**config.mk**
```make
export PLATFORM = sky130hd
export DESIGN_NAME = ppu_core
export DESIGN_NICKNAME = d
export VERILOG_FILES = /design/src/core/ppu_pkg.sv /design/src/core/ppu_core.sv
export SDC_FILE = /design/constraint.sdc
export NUM_CORES = 1
export LEC_CHECK = 0
export ABC_AREA = 1
export ABC_CLOCK_PERIOD_IN_PS = 1560
export BUFFER_PORTS_ARGS = -buffer_cell sky130_fd_sc_hd__buf_2
export CAP_MARGIN = 20
export CORE_AREA = 2 2 84 86
export DETAILED_ROUTE_END_ITERATION = 6
export DIE_AREA = 0 0 86 88
export PLACE_DENSITY = 0.74
export SETUP_SLACK_MARGIN = 0.15
export SLEW_MARGIN = 0
export SYNTH_ARGS = -nofsm -noshare
export SYNTH_HDL_FRONTEND = slang
export SYNTH_SLANG_ARGS = --single-unit
```
**constraint.sdc**
```tcl
create_clock -name sys_clk -period 1.56 [get_ports sys_clk]
set_clock_uncertainty 0.15 [all_clocks]
set_input_delay 0.156 -clock sys_clk [delete_from_list [all_inputs] [get_ports sys_clk]]
set_output_delay 0.156 -clock sys_clk [all_outputs]
set_load 0.02 [all_outputs]
```
**src/core/ppu_pkg.sv**
```systemverilog
// Constants, field layout and types for the parallel port input unit
package ppu_pkg;
  // ****************************************************************
  // Register map
  // ****************************************************************
  localparam logic [3:0] ADDR_IO = 4'h0;
  localparam logic [3:0] ADDR_CTRL = 4'h4;
  localparam logic [3:0] ADDR_STAT = 4'h8;
  // Port I/O register fields
  localparam int IO_DATA_LSB = 0;
  localparam int IO_DATA_W = 9;
  localparam int IO_CMD = 8;
  localparam int IO_SWBUSY = 9;
  localparam int IO_SWACK = 10;
  localparam int IO_SEL = 11;
  localparam int IO_PERR = 12;
  localparam int IO_FAULT = 13;
  // Port control register fields
  localparam int CTRL_MODE_LSB = 0;
  localparam int CTRL_ERC = 2;
  localparam int CTRL_LDIS = 3;
  localparam int CTRL_FILT = 4;
  localparam int CTRL_SMRST = 5;
  localparam int CTRL_RLPEND = 6;
  localparam int CTRL_FILL = 7;
  localparam int CTRL_LVL_LSB = 8;
  // Event/status register fields
  localparam int STAT_LVL_LSB = 0;
  localparam int STAT_HWBUSY = 4;
  localparam int STAT_HWACK = 5;
  localparam int DATA_MSB = 7;
  // ****************************************************************
  // Modes, reset values, timing
  // ****************************************************************
  localparam logic [1:0] MODE_OFF = 2'h0;
  localparam logic [1:0] MODE_COMPAT = 2'h1;
  localparam logic [1:0] MODE_ECP = 2'h2;
  localparam logic [1:0] MODE_ECPRLE = 2'h3;
  localparam logic [3:0] CTL_IDLE = 4'hF;
  localparam logic SWBUSY_RST = 1'b1;
  localparam int CLK_NS = 10;
  localparam int ACK_NS = 500;
  localparam int ACK_CYC = (ACK_NS + CLK_NS - 1) / CLK_NS;
  localparam logic [7:0] ACK_CNT = 8'(ACK_CYC - 1);
  // ****************************************************************
  // Types
  // ****************************************************************
  typedef struct packed {
    logic selectin;
    logic init;
    logic autofd;
    logic strobe;
  } ppu_ctl_t;
  typedef enum logic [2:0] {ST_IDLE, ST_BUSY, ST_ACK, ST_ERR, ST_ECP} ppu_state_t;
endpackage : ppu_pkg
```
**src/core/ppu_core.sv**
```systemverilog
// Parallel port input unit: synchronisers, filters, data latch, handshake
`timescale 1ns/100ps
`default_nettype none
// How it works
// - Mode 00 runs no handshake, yet strobe leading edge still latches data.
// - Host control inputs pass two flops; data lines are taken directly.
// - Unfiltered inputs reach status bits within one clock of synchronising.
// - Busy and ack pins follow software bits while the controller idles.
// - Status shows the four control input levels; IO register bits drive select, perror and fault.
// - Optional filter on selectin, strobe, autofd, init, independent of mode.
// - Filter passes a level only after two equal consecutive samples.
// - Filtering adds one clock, so busy answers strobe one clock later.
// - Data and autofd latch one clock later when the filter is on.
// - Setting the error-cycle bit sets hardware busy at once.
// - Clearing the error-cycle bit gives an ack pulse, then clears hardware busy if software bits are clear.
// - Strobe during error cycle still latches; ack withheld, busy held.
// - An ack pulse already running is not cut by the error-cycle bit.
// - Latch on every filtered strobe fall in any mode unless disabled.
// - Reset clears all register bits except software busy and the control input flops, which set.
// - State-machine reset idles controller, ends decompression, drops DMA request.
// - Idle negates busy and ack; clear software bits give busy 0, ack 1.
// - State-machine reset clears run-length pending and fill flags.
// - Mode 01 compatibility, 10 ECP, 11 ECP with run-length decoding.
module ppu_core (
  input wire logic sys_clk,
  input wire logic rst,
  input wire logic [3:0] reg_addr,
  input wire logic [31:0] reg_wdata,
  input wire logic reg_wr,
  input wire logic reg_rd,
  output logic [31:0] reg_rdata,
  input wire logic strobe_n_pin,
  input wire logic autofd_n_pin,
  input wire logic init_n_pin,
  input wire logic selectin_n_pin,
  input wire logic [7:0] pdata_pin,
  output logic busy_pin,
  output logic ack_n_pin,
  output logic select_pin,
  output logic perror_pin,
  output logic fault_n_pin,
  output logic dma_req
);
  // ****************************************************************
  // Register bus decode
  // ****************************************************************
  wire logic wr_io = reg_wr && (reg_addr == ppu_pkg::ADDR_IO);
  wire logic wr_ctrl = reg_wr && (reg_addr == ppu_pkg::ADDR_CTRL);
  wire logic rd_io = reg_rd && (reg_addr == ppu_pkg::ADDR_IO);
  wire logic sm_rst = wr_ctrl && reg_wdata[ppu_pkg::CTRL_SMRST];

  logic [8:0] data_r;
  logic sw_busy_r, sw_ack_r, sel_r, perr_r, fault_r;
  logic [1:0] mode_r;
  logic erc_r, ldis_r, filt_en_r, rlpend_r, fill_r;
  logic hw_busy_r, hw_ack_r, full_r;
  logic [7:0] cnt_r;
  ppu_pkg::ppu_state_t st_r;

  // ****************************************************************
  // Synchronisers and filters
  // ****************************************************************
  ppu_pkg::ppu_ctl_t pin_w, sync1_r, sync2_r, samp_r, filt_r, cur_w, prev_r;
  logic [3:0] filt_nxt;
  assign pin_w = '{selectin: selectin_n_pin, init: init_n_pin,
                   autofd: autofd_n_pin, strobe: strobe_n_pin};

  genvar gi;
  generate
    for (gi = 0; gi < 4; gi++)
    begin : g_filt
      // Two equal samples in a row move the output
      assign filt_nxt[gi] = (sync2_r[gi] == samp_r[gi]) ? sync2_r[gi] : filt_r[gi];
    end
  endgenerate

  // One enable for all four keeps their relative timing intact
  // Filter output is taken ahead of its flop, so filtering costs one clock, not two
  assign cur_w = filt_en_r ? ppu_pkg::ppu_ctl_t'(filt_nxt) : sync2_r;

  always_ff @(posedge sys_clk)
  begin
    if (rst)
    begin
      sync1_r <= ppu_pkg::CTL_IDLE;
      sync2_r <= ppu_pkg::CTL_IDLE;
      samp_r <= ppu_pkg::CTL_IDLE;
      filt_r <= ppu_pkg::CTL_IDLE;
      prev_r <= ppu_pkg::CTL_IDLE;
    end
    else
    begin
      sync1_r <= pin_w;
      sync2_r <= sync1_r;
      samp_r <= sync2_r;
      filt_r <= filt_nxt;
      prev_r <= cur_w;
    end
  end

  wire logic stb_fall = prev_r.strobe && !cur_w.strobe;
  wire logic stb_high = cur_w.strobe;
  // Data lines are steady while strobe is low, so no sync is needed
  wire logic do_latch = stb_fall && !ldis_r;
  wire logic is_cmd = !cur_w.autofd;
  wire logic rl_cmd = do_latch && (mode_r == ppu_pkg::MODE_ECPRLE) && is_cmd
                      && !pdata_pin[ppu_pkg::DATA_MSB];

  // ****************************************************************
  // Handshake controller
  // ****************************************************************
  ppu_pkg::ppu_state_t st_nxt;
  logic [7:0] cnt_nxt;
  wire logic cnt_done = (cnt_r == 8'h00);

  always_comb
  begin
    st_nxt = st_r;
    cnt_nxt = cnt_r;
    case (st_r)
      ppu_pkg::ST_IDLE:
      begin
        if (erc_r)
          st_nxt = ppu_pkg::ST_ERR;
        else if (do_latch && mode_r == ppu_pkg::MODE_COMPAT)
          st_nxt = ppu_pkg::ST_BUSY;
        else if (rd_io && full_r && mode_r[1])
          st_nxt = ppu_pkg::ST_ECP;
      end
      ppu_pkg::ST_BUSY:
      begin
        if (erc_r)
          st_nxt = ppu_pkg::ST_ERR;
        else if (stb_high && !full_r)
        begin
          st_nxt = ppu_pkg::ST_ACK;
          cnt_nxt = ppu_pkg::ACK_CNT;
        end
      end
      ppu_pkg::ST_ACK:
      begin
        // The error bit does not shorten a pulse once started
        if (cnt_done)
          st_nxt = erc_r ? ppu_pkg::ST_ERR : ppu_pkg::ST_IDLE;
        else
          cnt_nxt = cnt_r - 8'h01;
      end
      ppu_pkg::ST_ERR:
      begin
        if (!erc_r)
        begin
          st_nxt = ppu_pkg::ST_ACK;
          cnt_nxt = ppu_pkg::ACK_CNT;
        end
      end
      ppu_pkg::ST_ECP:
      begin
        if (stb_high)
          st_nxt = ppu_pkg::ST_IDLE;
      end
      default:
        st_nxt = ppu_pkg::ST_IDLE;
    endcase
    if (sm_rst)
      st_nxt = ppu_pkg::ST_IDLE;
  end

  wire logic hs_busy = (st_nxt != ppu_pkg::ST_IDLE);
  wire logic idle_clr = !sw_busy_r && !sw_ack_r;
  wire logic hw_busy_nxt = erc_r || hs_busy || (hw_busy_r && !idle_clr);
  wire logic hw_ack_nxt = (st_nxt == ppu_pkg::ST_ACK) ? 1'b0 :
                          (hs_busy || idle_clr) ? 1'b1 : hw_ack_r;
  // Software bits drive the pins only while the controller idles
  wire logic idle_nxt = (st_nxt == ppu_pkg::ST_IDLE);
  wire logic busy_nxt = idle_nxt ? sw_busy_r : 1'b1;
  wire logic ack_nxt = idle_nxt ? !sw_ack_r : (st_nxt != ppu_pkg::ST_ACK);

  // ****************************************************************
  // Registers
  // ****************************************************************
  always_ff @(posedge sys_clk)
  begin
    if (rst)
    begin
      data_r <= '0;
      sw_busy_r <= ppu_pkg::SWBUSY_RST;
      sw_ack_r <= 1'b0;
      sel_r <= 1'b0;
      perr_r <= 1'b0;
      fault_r <= 1'b0;
      mode_r <= ppu_pkg::MODE_OFF;
      erc_r <= 1'b0;
      ldis_r <= 1'b0;
      filt_en_r <= 1'b0;
      rlpend_r <= 1'b0;
      fill_r <= 1'b0;
      hw_busy_r <= 1'b0;
      hw_ack_r <= 1'b0;
      full_r <= 1'b0;
      cnt_r <= 8'h00;
      st_r <= ppu_pkg::ST_IDLE;
    end
    else
    begin
      if (do_latch)
        data_r <= {cur_w.autofd, pdata_pin};
      if (wr_io)
      begin
        sw_busy_r <= reg_wdata[ppu_pkg::IO_SWBUSY];
        sw_ack_r <= reg_wdata[ppu_pkg::IO_SWACK];
        sel_r <= reg_wdata[ppu_pkg::IO_SEL];
        perr_r <= reg_wdata[ppu_pkg::IO_PERR];
        fault_r <= reg_wdata[ppu_pkg::IO_FAULT];
      end
      if (wr_ctrl)
      begin
        mode_r <= reg_wdata[ppu_pkg::CTRL_MODE_LSB +: 2];
        erc_r <= reg_wdata[ppu_pkg::CTRL_ERC];
        ldis_r <= reg_wdata[ppu_pkg::CTRL_LDIS];
        filt_en_r <= reg_wdata[ppu_pkg::CTRL_FILT];
      end
      // A new byte wins over a read in the same cycle
      full_r <= !sm_rst && (do_latch || (full_r && !rd_io));
      rlpend_r <= !sm_rst && (rl_cmd || rlpend_r);
      fill_r <= !sm_rst && (rl_cmd || fill_r);
      hw_busy_r <= hw_busy_nxt;
      hw_ack_r <= hw_ack_nxt;
      cnt_r <= cnt_nxt;
      st_r <= st_nxt;
    end
  end

  // ****************************************************************
  // Pins and read data
  // ****************************************************************
  wire logic [31:0] io_w = {18'h0, fault_r, perr_r, sel_r, sw_ack_r, sw_busy_r, data_r};
  wire logic [31:0] ctrl_w = {20'h0, cur_w, fill_r, rlpend_r, 1'b0, filt_en_r,
                              ldis_r, erc_r, mode_r};
  wire logic [31:0] stat_w = {26'h0, hw_ack_r, hw_busy_r, cur_w};
  wire logic [31:0] rd_w = (reg_addr == ppu_pkg::ADDR_IO) ? io_w :
                           (reg_addr == ppu_pkg::ADDR_CTRL) ? ctrl_w :
                           (reg_addr == ppu_pkg::ADDR_STAT) ? stat_w : 32'h0;

  always_ff @(posedge sys_clk)
  begin
    if (rst)
    begin
      reg_rdata <= 32'h0;
      busy_pin <= 1'b0;
      ack_n_pin <= 1'b1;
      select_pin <= 1'b0;
      perror_pin <= 1'b0;
      fault_n_pin <= 1'b1;
      dma_req <= 1'b0;
    end
    else
    begin
      reg_rdata <= reg_rd ? rd_w : 32'h0;
      busy_pin <= busy_nxt;
      ack_n_pin <= ack_nxt;
      select_pin <= sel_r;
      perror_pin <= perr_r;
      fault_n_pin <= !fault_r;
      dma_req <= !sm_rst && (mode_r != ppu_pkg::MODE_OFF)
                 && (do_latch || (full_r && !rd_io));
    end
  end
endmodule : ppu_core
`default_nettype wire

```
## Yosys cells after proc, flatten, opt, wreduce, memory -nomap -nowiden

Cells that the tools add are included.

- Multiply operators: 0
- Magnitude comparators: 0
- Multiplexer cells: 26
- Shifts and indexed selects: 0
- Equality and inequality tests: 18
- $add $sub $neg: 1
- Div/mod/pow operators: 0
- Reductions and logical operators: 49
- Bitwise operators: 1

Operator list:

| cell | count |
|---|---|
| $mux 8 | 4 |
| $mux 3 | 9 |
| $pmux 8 s3 | 1 |
| $logic_and 1x1->1 | 21 |
| $pmux 3 s5 | 1 |
| $mux 14 | 1 |
| $mux 12 | 1 |
| $logic_not 1->1 | 11 |
| $eq 3x2->1 const B | 3 |
| $logic_not 8->1 | 1 |
| $ne 2x2->1 const B | 4 |
| $sub 8x1->8 const B | 1 |
| $logic_not 3->1 | 2 |
| $logic_or 1x1->1 | 6 |
| $mux 1 | 6 |
| $mux 6 | 1 |
| $reduce_bool 3->1 | 2 |
| $reduce_and 5->1 | 1 |
| $eq 1x1->1 | 4 |
| $eq 4x3->1 const B | 1 |
| $eq 4x4->1 const B | 1 |
| $logic_not 4->1 | 1 |
| $mux 4 | 1 |
| $reduce_or 2->1 | 2 |
| other kinds (9) | 9 |

- Flip-flop bits (word level): 90
- Bits in read-only memories: 0
- Memory bits (writable): 0
- Bits in latches: 0
- Input bits: 52
- Memories: 0
- Word-level logic and storage cells: 137
- Output and inout bits: 38

## Longest topological paths before layout

Gate-level depths: netlist (run 1).

- Depth after elaboration: 14
- Depth in mapped cells: 13
- Mapped depth without buffers: 13

## Worst setup path before layout (run 1)

OpenSTA, ideal clock, no wires.

- Path type: flip-flop to flip-flop
- From: register cnt_r[0]
- To: register busy_pin
- Period minus slack after synthesis: 1626 ps
- Path slack: -66 ps
- Library setup time: 129 ps
- Path buffers: 0
- Cell stages (with the launch flop): 12
- Data required time: 1281 ps
- Arrival: 1347 ps
- Cell sequence: dfxtp_1 -> inv_1 -> ha_1 -> nand2_1 -> o21ai_2 -> o21ai_1 -> a21oi_1 -> nand2_1 -> nand2_2 -> nand3_1 -> nor2_1 -> nor2_1

- Word-level cells in the longest chain between the ends: 6

RTL lines:

| what | RTL line | source |
|---|---|---|
| from (decl) | ppu_core.sv:57 | `logic [7:0] cnt_r;` |
| from (signal assigned) | ppu_core.sv:228 | `cnt_r <= cnt_nxt;` |
| $logic_not 8->1 | ppu_core.sv:114 | `wire logic cnt_done = (cnt_r == 8'h00);` |
| $mux 3 | ppu_core.sv:143 | `if (cnt_done)` |
| $pmux 3 s5 | ppu_core.sv:120 | `case (st_r)` |
| $mux 3 | ppu_core.sv:164 | `if (sm_rst)` |
| $logic_not 3->1 | ppu_core.sv:174 | `wire logic idle_nxt = (st_nxt == ppu_pkg::ST_IDLE);` |
| $mux 1 | ppu_core.sv:175 | `wire logic busy_nxt = idle_nxt ? sw_busy_r : 1'b1;` |
| to (signal assigned) | ppu_core.sv:259 | `busy_pin <= busy_nxt;` |
| to (decl) | ppu_core.sv:37 | `output logic busy_pin,` |

Every way passes these cells.
A chain may end at the register's enable or synchronous reset.

## Final worst setup path (run 1)

- From: register cnt_r[1]
- To: register busy_pin

The elaborated chain is that of the path after synthesis.

==> results of run 1 <==
stage by stage:
stage / hold WS, ns / setup TNS [ns] / setup slack, ns / instances
3_3_place_gp: 0.187 / -0.152 / -0.0555 / 543
4_1_cts: 0.0380 / -0.412 / -0.0831 / 586
2_1_floorplan: 0.110 / 0 / 0.0220 / 402
3_5_place_dp: 0.192 / -0.371 / -0.0939 / 543
6_report: 0.0803 / -0.932 / -0.155 / 590
5_1_grt: 0.0857 / -2.28 / -0.281 / 590
sequential cells by signal, indices dropped and copies added, names as in the netlist, 2 cells and up:
name	flops
data_r	9
samp_r	4
st_r	3
sync1_r	4
reg_rdata	14
filt_r	4
cnt_r	8
sync2_r	4
mode_r	2
synthesized netlist by cell type (4+ instances only):
cell / instances
o21ai_1: 4
a21oi_1: 25
nand2_1: 63
or2_2: 8
nand2_2: 12
o22ai_1: 4
nor2_4: 5
inv_2: 10
clkbuf_1: 5
nor2_1: 40
o21ai_0: 31
nand3_1: 16
buf_4: 18
inv_1: 39
dfxtp_1: 72
nor2_2: 6
a221oi_1: 4
logic make-up (layout without fill, tap and decap cells):
logic type	Yosys count	count (layout)
buf+inv	74	182
other cells	1	18
fa+ha+maj	2	2
xor+xnor	1	1
flops	72	72
compound gates	76	76
simple gates	159	159
layer usage:
layer	vias to the layer above	track usage, %	wire (µm)
met3	21	5.66	315
met4	0	8.95	218
met1	1379	22.9	3220
li1	1440	-	-
met5	-	0	0
met2	79	34.1	4150
final timing paths:
kind	cells after the start	endpoint	slack (ns)
max	13	busy_pin	-0.15
min	5	reg_rdata[13]	0.08
max reg2reg	13	busy_pin	-0.15
min reg2reg	1	sync2_r[2]	0.26
final cells by class:
cell class | count | area (µm²) | share of cell area, %
well taps | 80 | 100 | 2.30
repair buffers | 116 | 840 | 19.3
clock buffers | 11 | 141 | 3.25
inverters | 50 | 200 | 4.60
clock inverters | 5 | 56.3 | 1.29
multi-input cells | 256 | 1560 | 35.8
flip-flops and latches | 72 | 1450 | 33.4
what timing repair did:
item                       CTS  global route
buffers inserted             5             4
pin swaps                   17            29
hold endpoints to repair    22             0
setup endpoints to repair   27            34
resized for setup           47            45
hold buffers                22             0
worst reg2reg max path, delay by kind of cell, from the launching register on:
kind / cells / cell delay (ns)
simple gates: 10 / 0.86
flops: 1 / 0.33
fa+ha+maj: 1 / 0.16
buf+inv: 2 / 0.11
report_power, final:
group,switching (mW),internal (mW),leakage [nW]
Sequential,0.106,1.98,0.586
Clock,0.692,0.780,0.0993
Combinational,1.00,0.787,1.29
Total,1.80,3.55,1.98
==> impl_metrics.yaml, run 1 <==
synthesis:
  synth-xor-area-share_pct: 0.291
  syn-instance-count: 385
  syn_area_um2: 3010
  synth-edff-count: 0
  synth_area_leaders: "dfxtp_1, nand2_1, o21ai_0, nor2_1, inv_1"
  synth_warnings: 0
  synth_top_family_by_area: "simple AND/OR/NAND/NOR gates"
  synth-seq-area-share_pct: 47.8
  synth_top_area_share_pct: 47.8
  synthAdderAreaFrac_pct: 0.830
  synth_top_area_cell: "dfxtp_1"
  yosys.area_share.simple_pct: 25.2
  postSynthAreaPerCell_um2: 7.83
  synthFlopType: "dfxtp_1"
  ys_types: 34
  synth_compound_area_share_pct: 14.3
  synth-seq-cells: 72
  synthArstFlopShare_pct: 0
  yosys-mux-area-fraction_pct: 0
critical_path:
  critPathLaunchType: "flop"
  r2r-start: "cnt_r[1]"
  end_kind: "flop"
  cp_top_family: "simple AND/OR/NAND/NOR gates"
  cp_max_fo: 3
  worstSetupStartpoint: "cnt_r[1]"
  cpPeakStageDelay_ns: 0.33
  cp.required_ns: 1.63
  timing.critical_path.buf_inv: 2
  crit_path_cell_trace: "inv_2, ha_4, inv_2, nor2_2, nand3_1, nand3_1, nand2_1, nor2_1, nand2_1, nand2_2, nand3_2, nor2_1, nor2_1"
  slowest_stage: "dfxtp_2"
  worst_ep_arrival_time_ns: 1.79
  cp_common_cell: "nor2_1"
  worstSetupPathType: "reg -> reg"
power_and_ir_drop:
  p_total_mw: 5.35
  p_per_area_nw_per_um2: 1230
  leakagePower_nw: 1.98
  ir_drop_mv: 0.592
global_routing:
  grt_usage_pct: 19.8
  first_global_vias: 2623
  grt.overflow.total: 0
  antenna_found_initial: 0
  grt_pass1_wl_um: 11600
  grt_max_degree: 28
final_layout:
  fill_cells: 525
  area_growth_pct: 44.3
  drive_gt1_share_pct: 42.5
  antenna_cells: 0
  final_common_cell: "dfxtp_1"
  final_cell_mix: "dfxtp_1, nand2_1, buf_2, buf_4, nor2_1"
  nets: 559
  final_cell_area_um2: 4350
  post-route-util_pct: 65.4
min_path:
  hold_start: "reg_addr[0]"
  hold_path.class: "in -> reg"
clock_network:
  clk_latency_ns: 0.34
  cts_tree: "yes"
  clkTransAtPathRegs_ns: 0.08
  h-tree-depth: 3
  root_buffer: "clkbuf_8"
  clockBufferDepth: 2
  numClockSinks: 72
  cts_buffers: 9
status:
  violations: "negative setup slack"
  status: "finished with violations"
die:
  chipHeight_um: 88
  core_um2: 6640
  die_x_um: 86
  boundaryPins: 90
  rows: 30
  start_util_pct: 45.4
  die_area_um2: 7570
sta:
  fmax_ghz: 0.583
  setup_violations: 10
  rsz0062_at_grt: "true"
  final_max_slew_viol_count: 0
  worst_slack_ns: -0.155
  final_hold_viol_count: 0
  min_period_over_period_pct: 110
  period_needed_ns: 1.71
placement:
  portBuffers: 50
  hpwl_um: 5000
  gp_congestion: 0.831
  place_area_um2: 3570
route:
  drc: 0
  drtAntennaViolNets: 0
  wl_um: 7910
  wl_per_cell_um: 13.4
  drtPass1Iterations: 4
  vias_per_cell: 4.95
  drt_iter0_markers: 133
  dr_total_vias: 2919
run:
  max-cap-violations: 0
No activity file was read; power rests on OpenSTA's default activity.
==> run 2: changes to the inputs <==
--- a/config.mk
+++ b/config.mk
@@ -13,8 +13,8 @@
 export DETAILED_ROUTE_END_ITERATION = 6
 export DIE_AREA = 0 0 86 88
 export PLACE_DENSITY = 0.74
+export RECOVER_POWER = 25
 export SETUP_SLACK_MARGIN = 0.15
-export SLEW_MARGIN = 0
 export SYNTH_ARGS = -nofsm -noshare
 export SYNTH_HDL_FRONTEND = slang
 export SYNTH_SLANG_ARGS = --single-unit
==> run 2 against run 1 <==
The run still ends with negative setup slack left. First-iteration DRC count rose by 3.8%. Hold slack improved by 0.020 ns. Largest cell class unchanged. Maximum frequency fell by 0.16%. Combinational power barely moved. Critical path type unchanged. Setup slack got worse by 0.0027 ns. Power barely moved. Via count rose by 0.24%. Final cell count did not move. Critical path depth did not move. Sequential power barely moved. Wire length barely moved. Non-clock buffer count did not move.
==> impl_metrics.yaml, run 2 (synthesis gave the netlist of run 1 again) <==
critical_path:
  crit_path_cell_trace: "inv_2, ha_4, inv_2, nor2_2, nand3_1, nand3_1, nand2_1, nor2_1, nand2_1, nand2_2, nand3_2, nor2_1, nor2_1"
  worst_ep_arrival_time_ns: 1.79
  cp_common_cell: "nor2_1"
  slowest_stage: "dfxtp_2"
  r2r_cells: 13
  rr_endpoint: "busy_pin"
  worstSetupPathType: "reg -> reg"
  cpPeakStageDelay_ns: 0.33
  critPathLaunchType: "flop"
  cp.required_ns: 1.63
  r2r-start: "cnt_r[1]"
  cp_max_fo: 3
  end_kind: "flop"
  r2r_slack_ns: -0.16
die:
  rows: 30
  die_area_um2: 7570
  chipHeight_um: 88
  core_um2: 6640
  start_util_pct: 45.4
  die_x_um: 86
  boundaryPins: 90
power_and_ir_drop:
  p_per_area_nw_per_um2: 1230
  clkPwrFrac_pct: 27.5
  seq_power_share_pct: 39.1
  p_int_mw: 3.55
  leakagePower_nw: 1.98
  ir_drop_mv: 0.594
  p_sw_share_pct: 33.6
  netSwitchingPower_mw: 1.80
  p_comb_share_pct: 33.4
sta:
  min_period_over_period_pct: 110
  period_needed_ns: 1.72
  worst_slack_ns: -0.157
  final_hold_viol_count: 0
  rsz0062_at_grt: "true"
  whs_ns: 0.100
  fmax_ghz: 0.582
  final_max_slew_viol_count: 0
  setup_violations: 10
min_path:
  hold_path_end: "reg_rdata[5]"
  hold_path.class: "in -> reg"
  hold_start: "reg_addr[3]"
  whs_path_depth: 4
clock_network:
  cts_buffers: 9
  clockBufferDepth: 2
  root_buffer: "clkbuf_8"
  cts_tree: "yes"
  clk_latency_ns: 0.34
  h-tree-depth: 3
  clkTransAtPathRegs_ns: 0.08
  numClockSinks: 72
global_routing:
  grt_max_degree: 28
  first_global_vias: 2623
  grt.overflow.total: 0
  antenna_found_initial: 0
  grt_usage_pct: 19.8
  grt_pass1_wl_um: 11600
final_layout:
  antenna_cells: 0
  area_growth_pct: 43.9
  top_regs: "reg_rdata: 14 flops, data_r: 9 flops, cnt_r: 8 flops"
  largest_register_ffs: 14
  drive_gt1_share_pct: 42.0
  final_cell_mix: "dfxtp_1, nand2_1, buf_2, buf_4, nor2_1"
  top_register: "reg_rdata"
  post-route-util_pct: 65.3
  nets: 559
  fill_cells: 528
  final_cell_area_um2: 4340
  final_common_cell: "dfxtp_1"
route:
  drtPass1Iterations: 4
  vias_per_cell: 4.96
  dr_total_vias: 2926
  drt_iter0_markers: 138
  drtAntennaViolNets: 0
  wl_per_cell_um: 13.4
  wl_um: 7920
  drc: 0
placement:
  place_area_um2: 3570
  portBuffers: 50
  hpwl_um: 5000
  gp_congestion: 0.831
run:
  max-cap-violations: 0
status:
  status: "finished with violations"
  violations: "negative setup slack"
run 2: power groups by stage:
stage | sequential (mW) | clock [mW] | combinational (mW)
finish | 2.09 | 1.47 | 1.79
floorplan | 2.11 | 0 | 0.888
global placement | 2.10 | 0 | 1.20
detailed placement | 2.11 | 0 | 1.25
CTS | 2.07 | 1.50 | 1.51
global route | 2.10 | 1.58 | 1.95
run 2: layout make-up:
| type | instances | area [µm²] | share of cell area (%) |
|---|---|---|---|
| repair buffers | 116 | 840 | 19.4 |
| multi-input cells | 256 | 1550 | 35.7 |
| flip-flops and latches | 72 | 1450 | 33.5 |
| clock buffers | 11 | 141 | 3.26 |
| clock inverters | 5 | 56.3 | 1.30 |
| inverters | 50 | 200 | 4.61 |
| well taps | 80 | 100 | 2.31 |
run 2: repair_timing:
item                                    CTS  global route
endpoints found under the setup margin   27            34
buffers inserted                          5             4
pin swaps                                17            29
hold endpoints to repair                 22             0
hold buffers                             22             0
gates resized for setup                  47            45
cloned                                    0             0
run 2: metrics by stage:
step           power (mW)  TNS (ns)  cells  worst slack [ns]
6_report             5.35    -0.936    590            -0.157
5_1_grt              5.63     -2.28    590            -0.281
4_1_cts              5.07    -0.412    586           -0.0831
3_5_place_dp         3.36    -0.371    543           -0.0939
3_3_place_gp         3.30    -0.152    543           -0.0555
2_1_floorplan        3.00         0    402            0.0220
run 2: how the worst max path moves through the flow:
stage              from         to  slack [ns]  depth (start not counted)
2_1_floorplan  cnt_r[1]   busy_pin        0.02                         11
3_3_place_gp   cnt_r[2]   busy_pin       -0.06                         10
3_5_place_dp   cnt_r[1]  ack_n_pin       -0.09                         12
4_1_cts        cnt_r[1]   busy_pin       -0.08                         11
5_1_grt        cnt_r[1]   busy_pin       -0.28                         13
6_report       cnt_r[1]   busy_pin       -0.16                         13
run 2: layer usage:
layer | track usage (%) | vias up | share of wire (%)
met2 | 34.1 | 89 | 53
met3 | 5.66 | 19 | 4.3
met4 | 8.95 | 0 | 2.7
met1 | 22.9 | 1376 | 40
li1 | - | 1442 | -
met5 | 0 | - | 0
run 2: worst max-delay path: cells and delay by family, from the launching register on:
family | cells | cell delay (ns)
flip-flops | 1 | 0.33
AND/OR/NAND/NOR | 10 | 0.86
adder cells (fa/ha/maj) | 1 | 0.16
buffers and inverters | 2 | 0.11
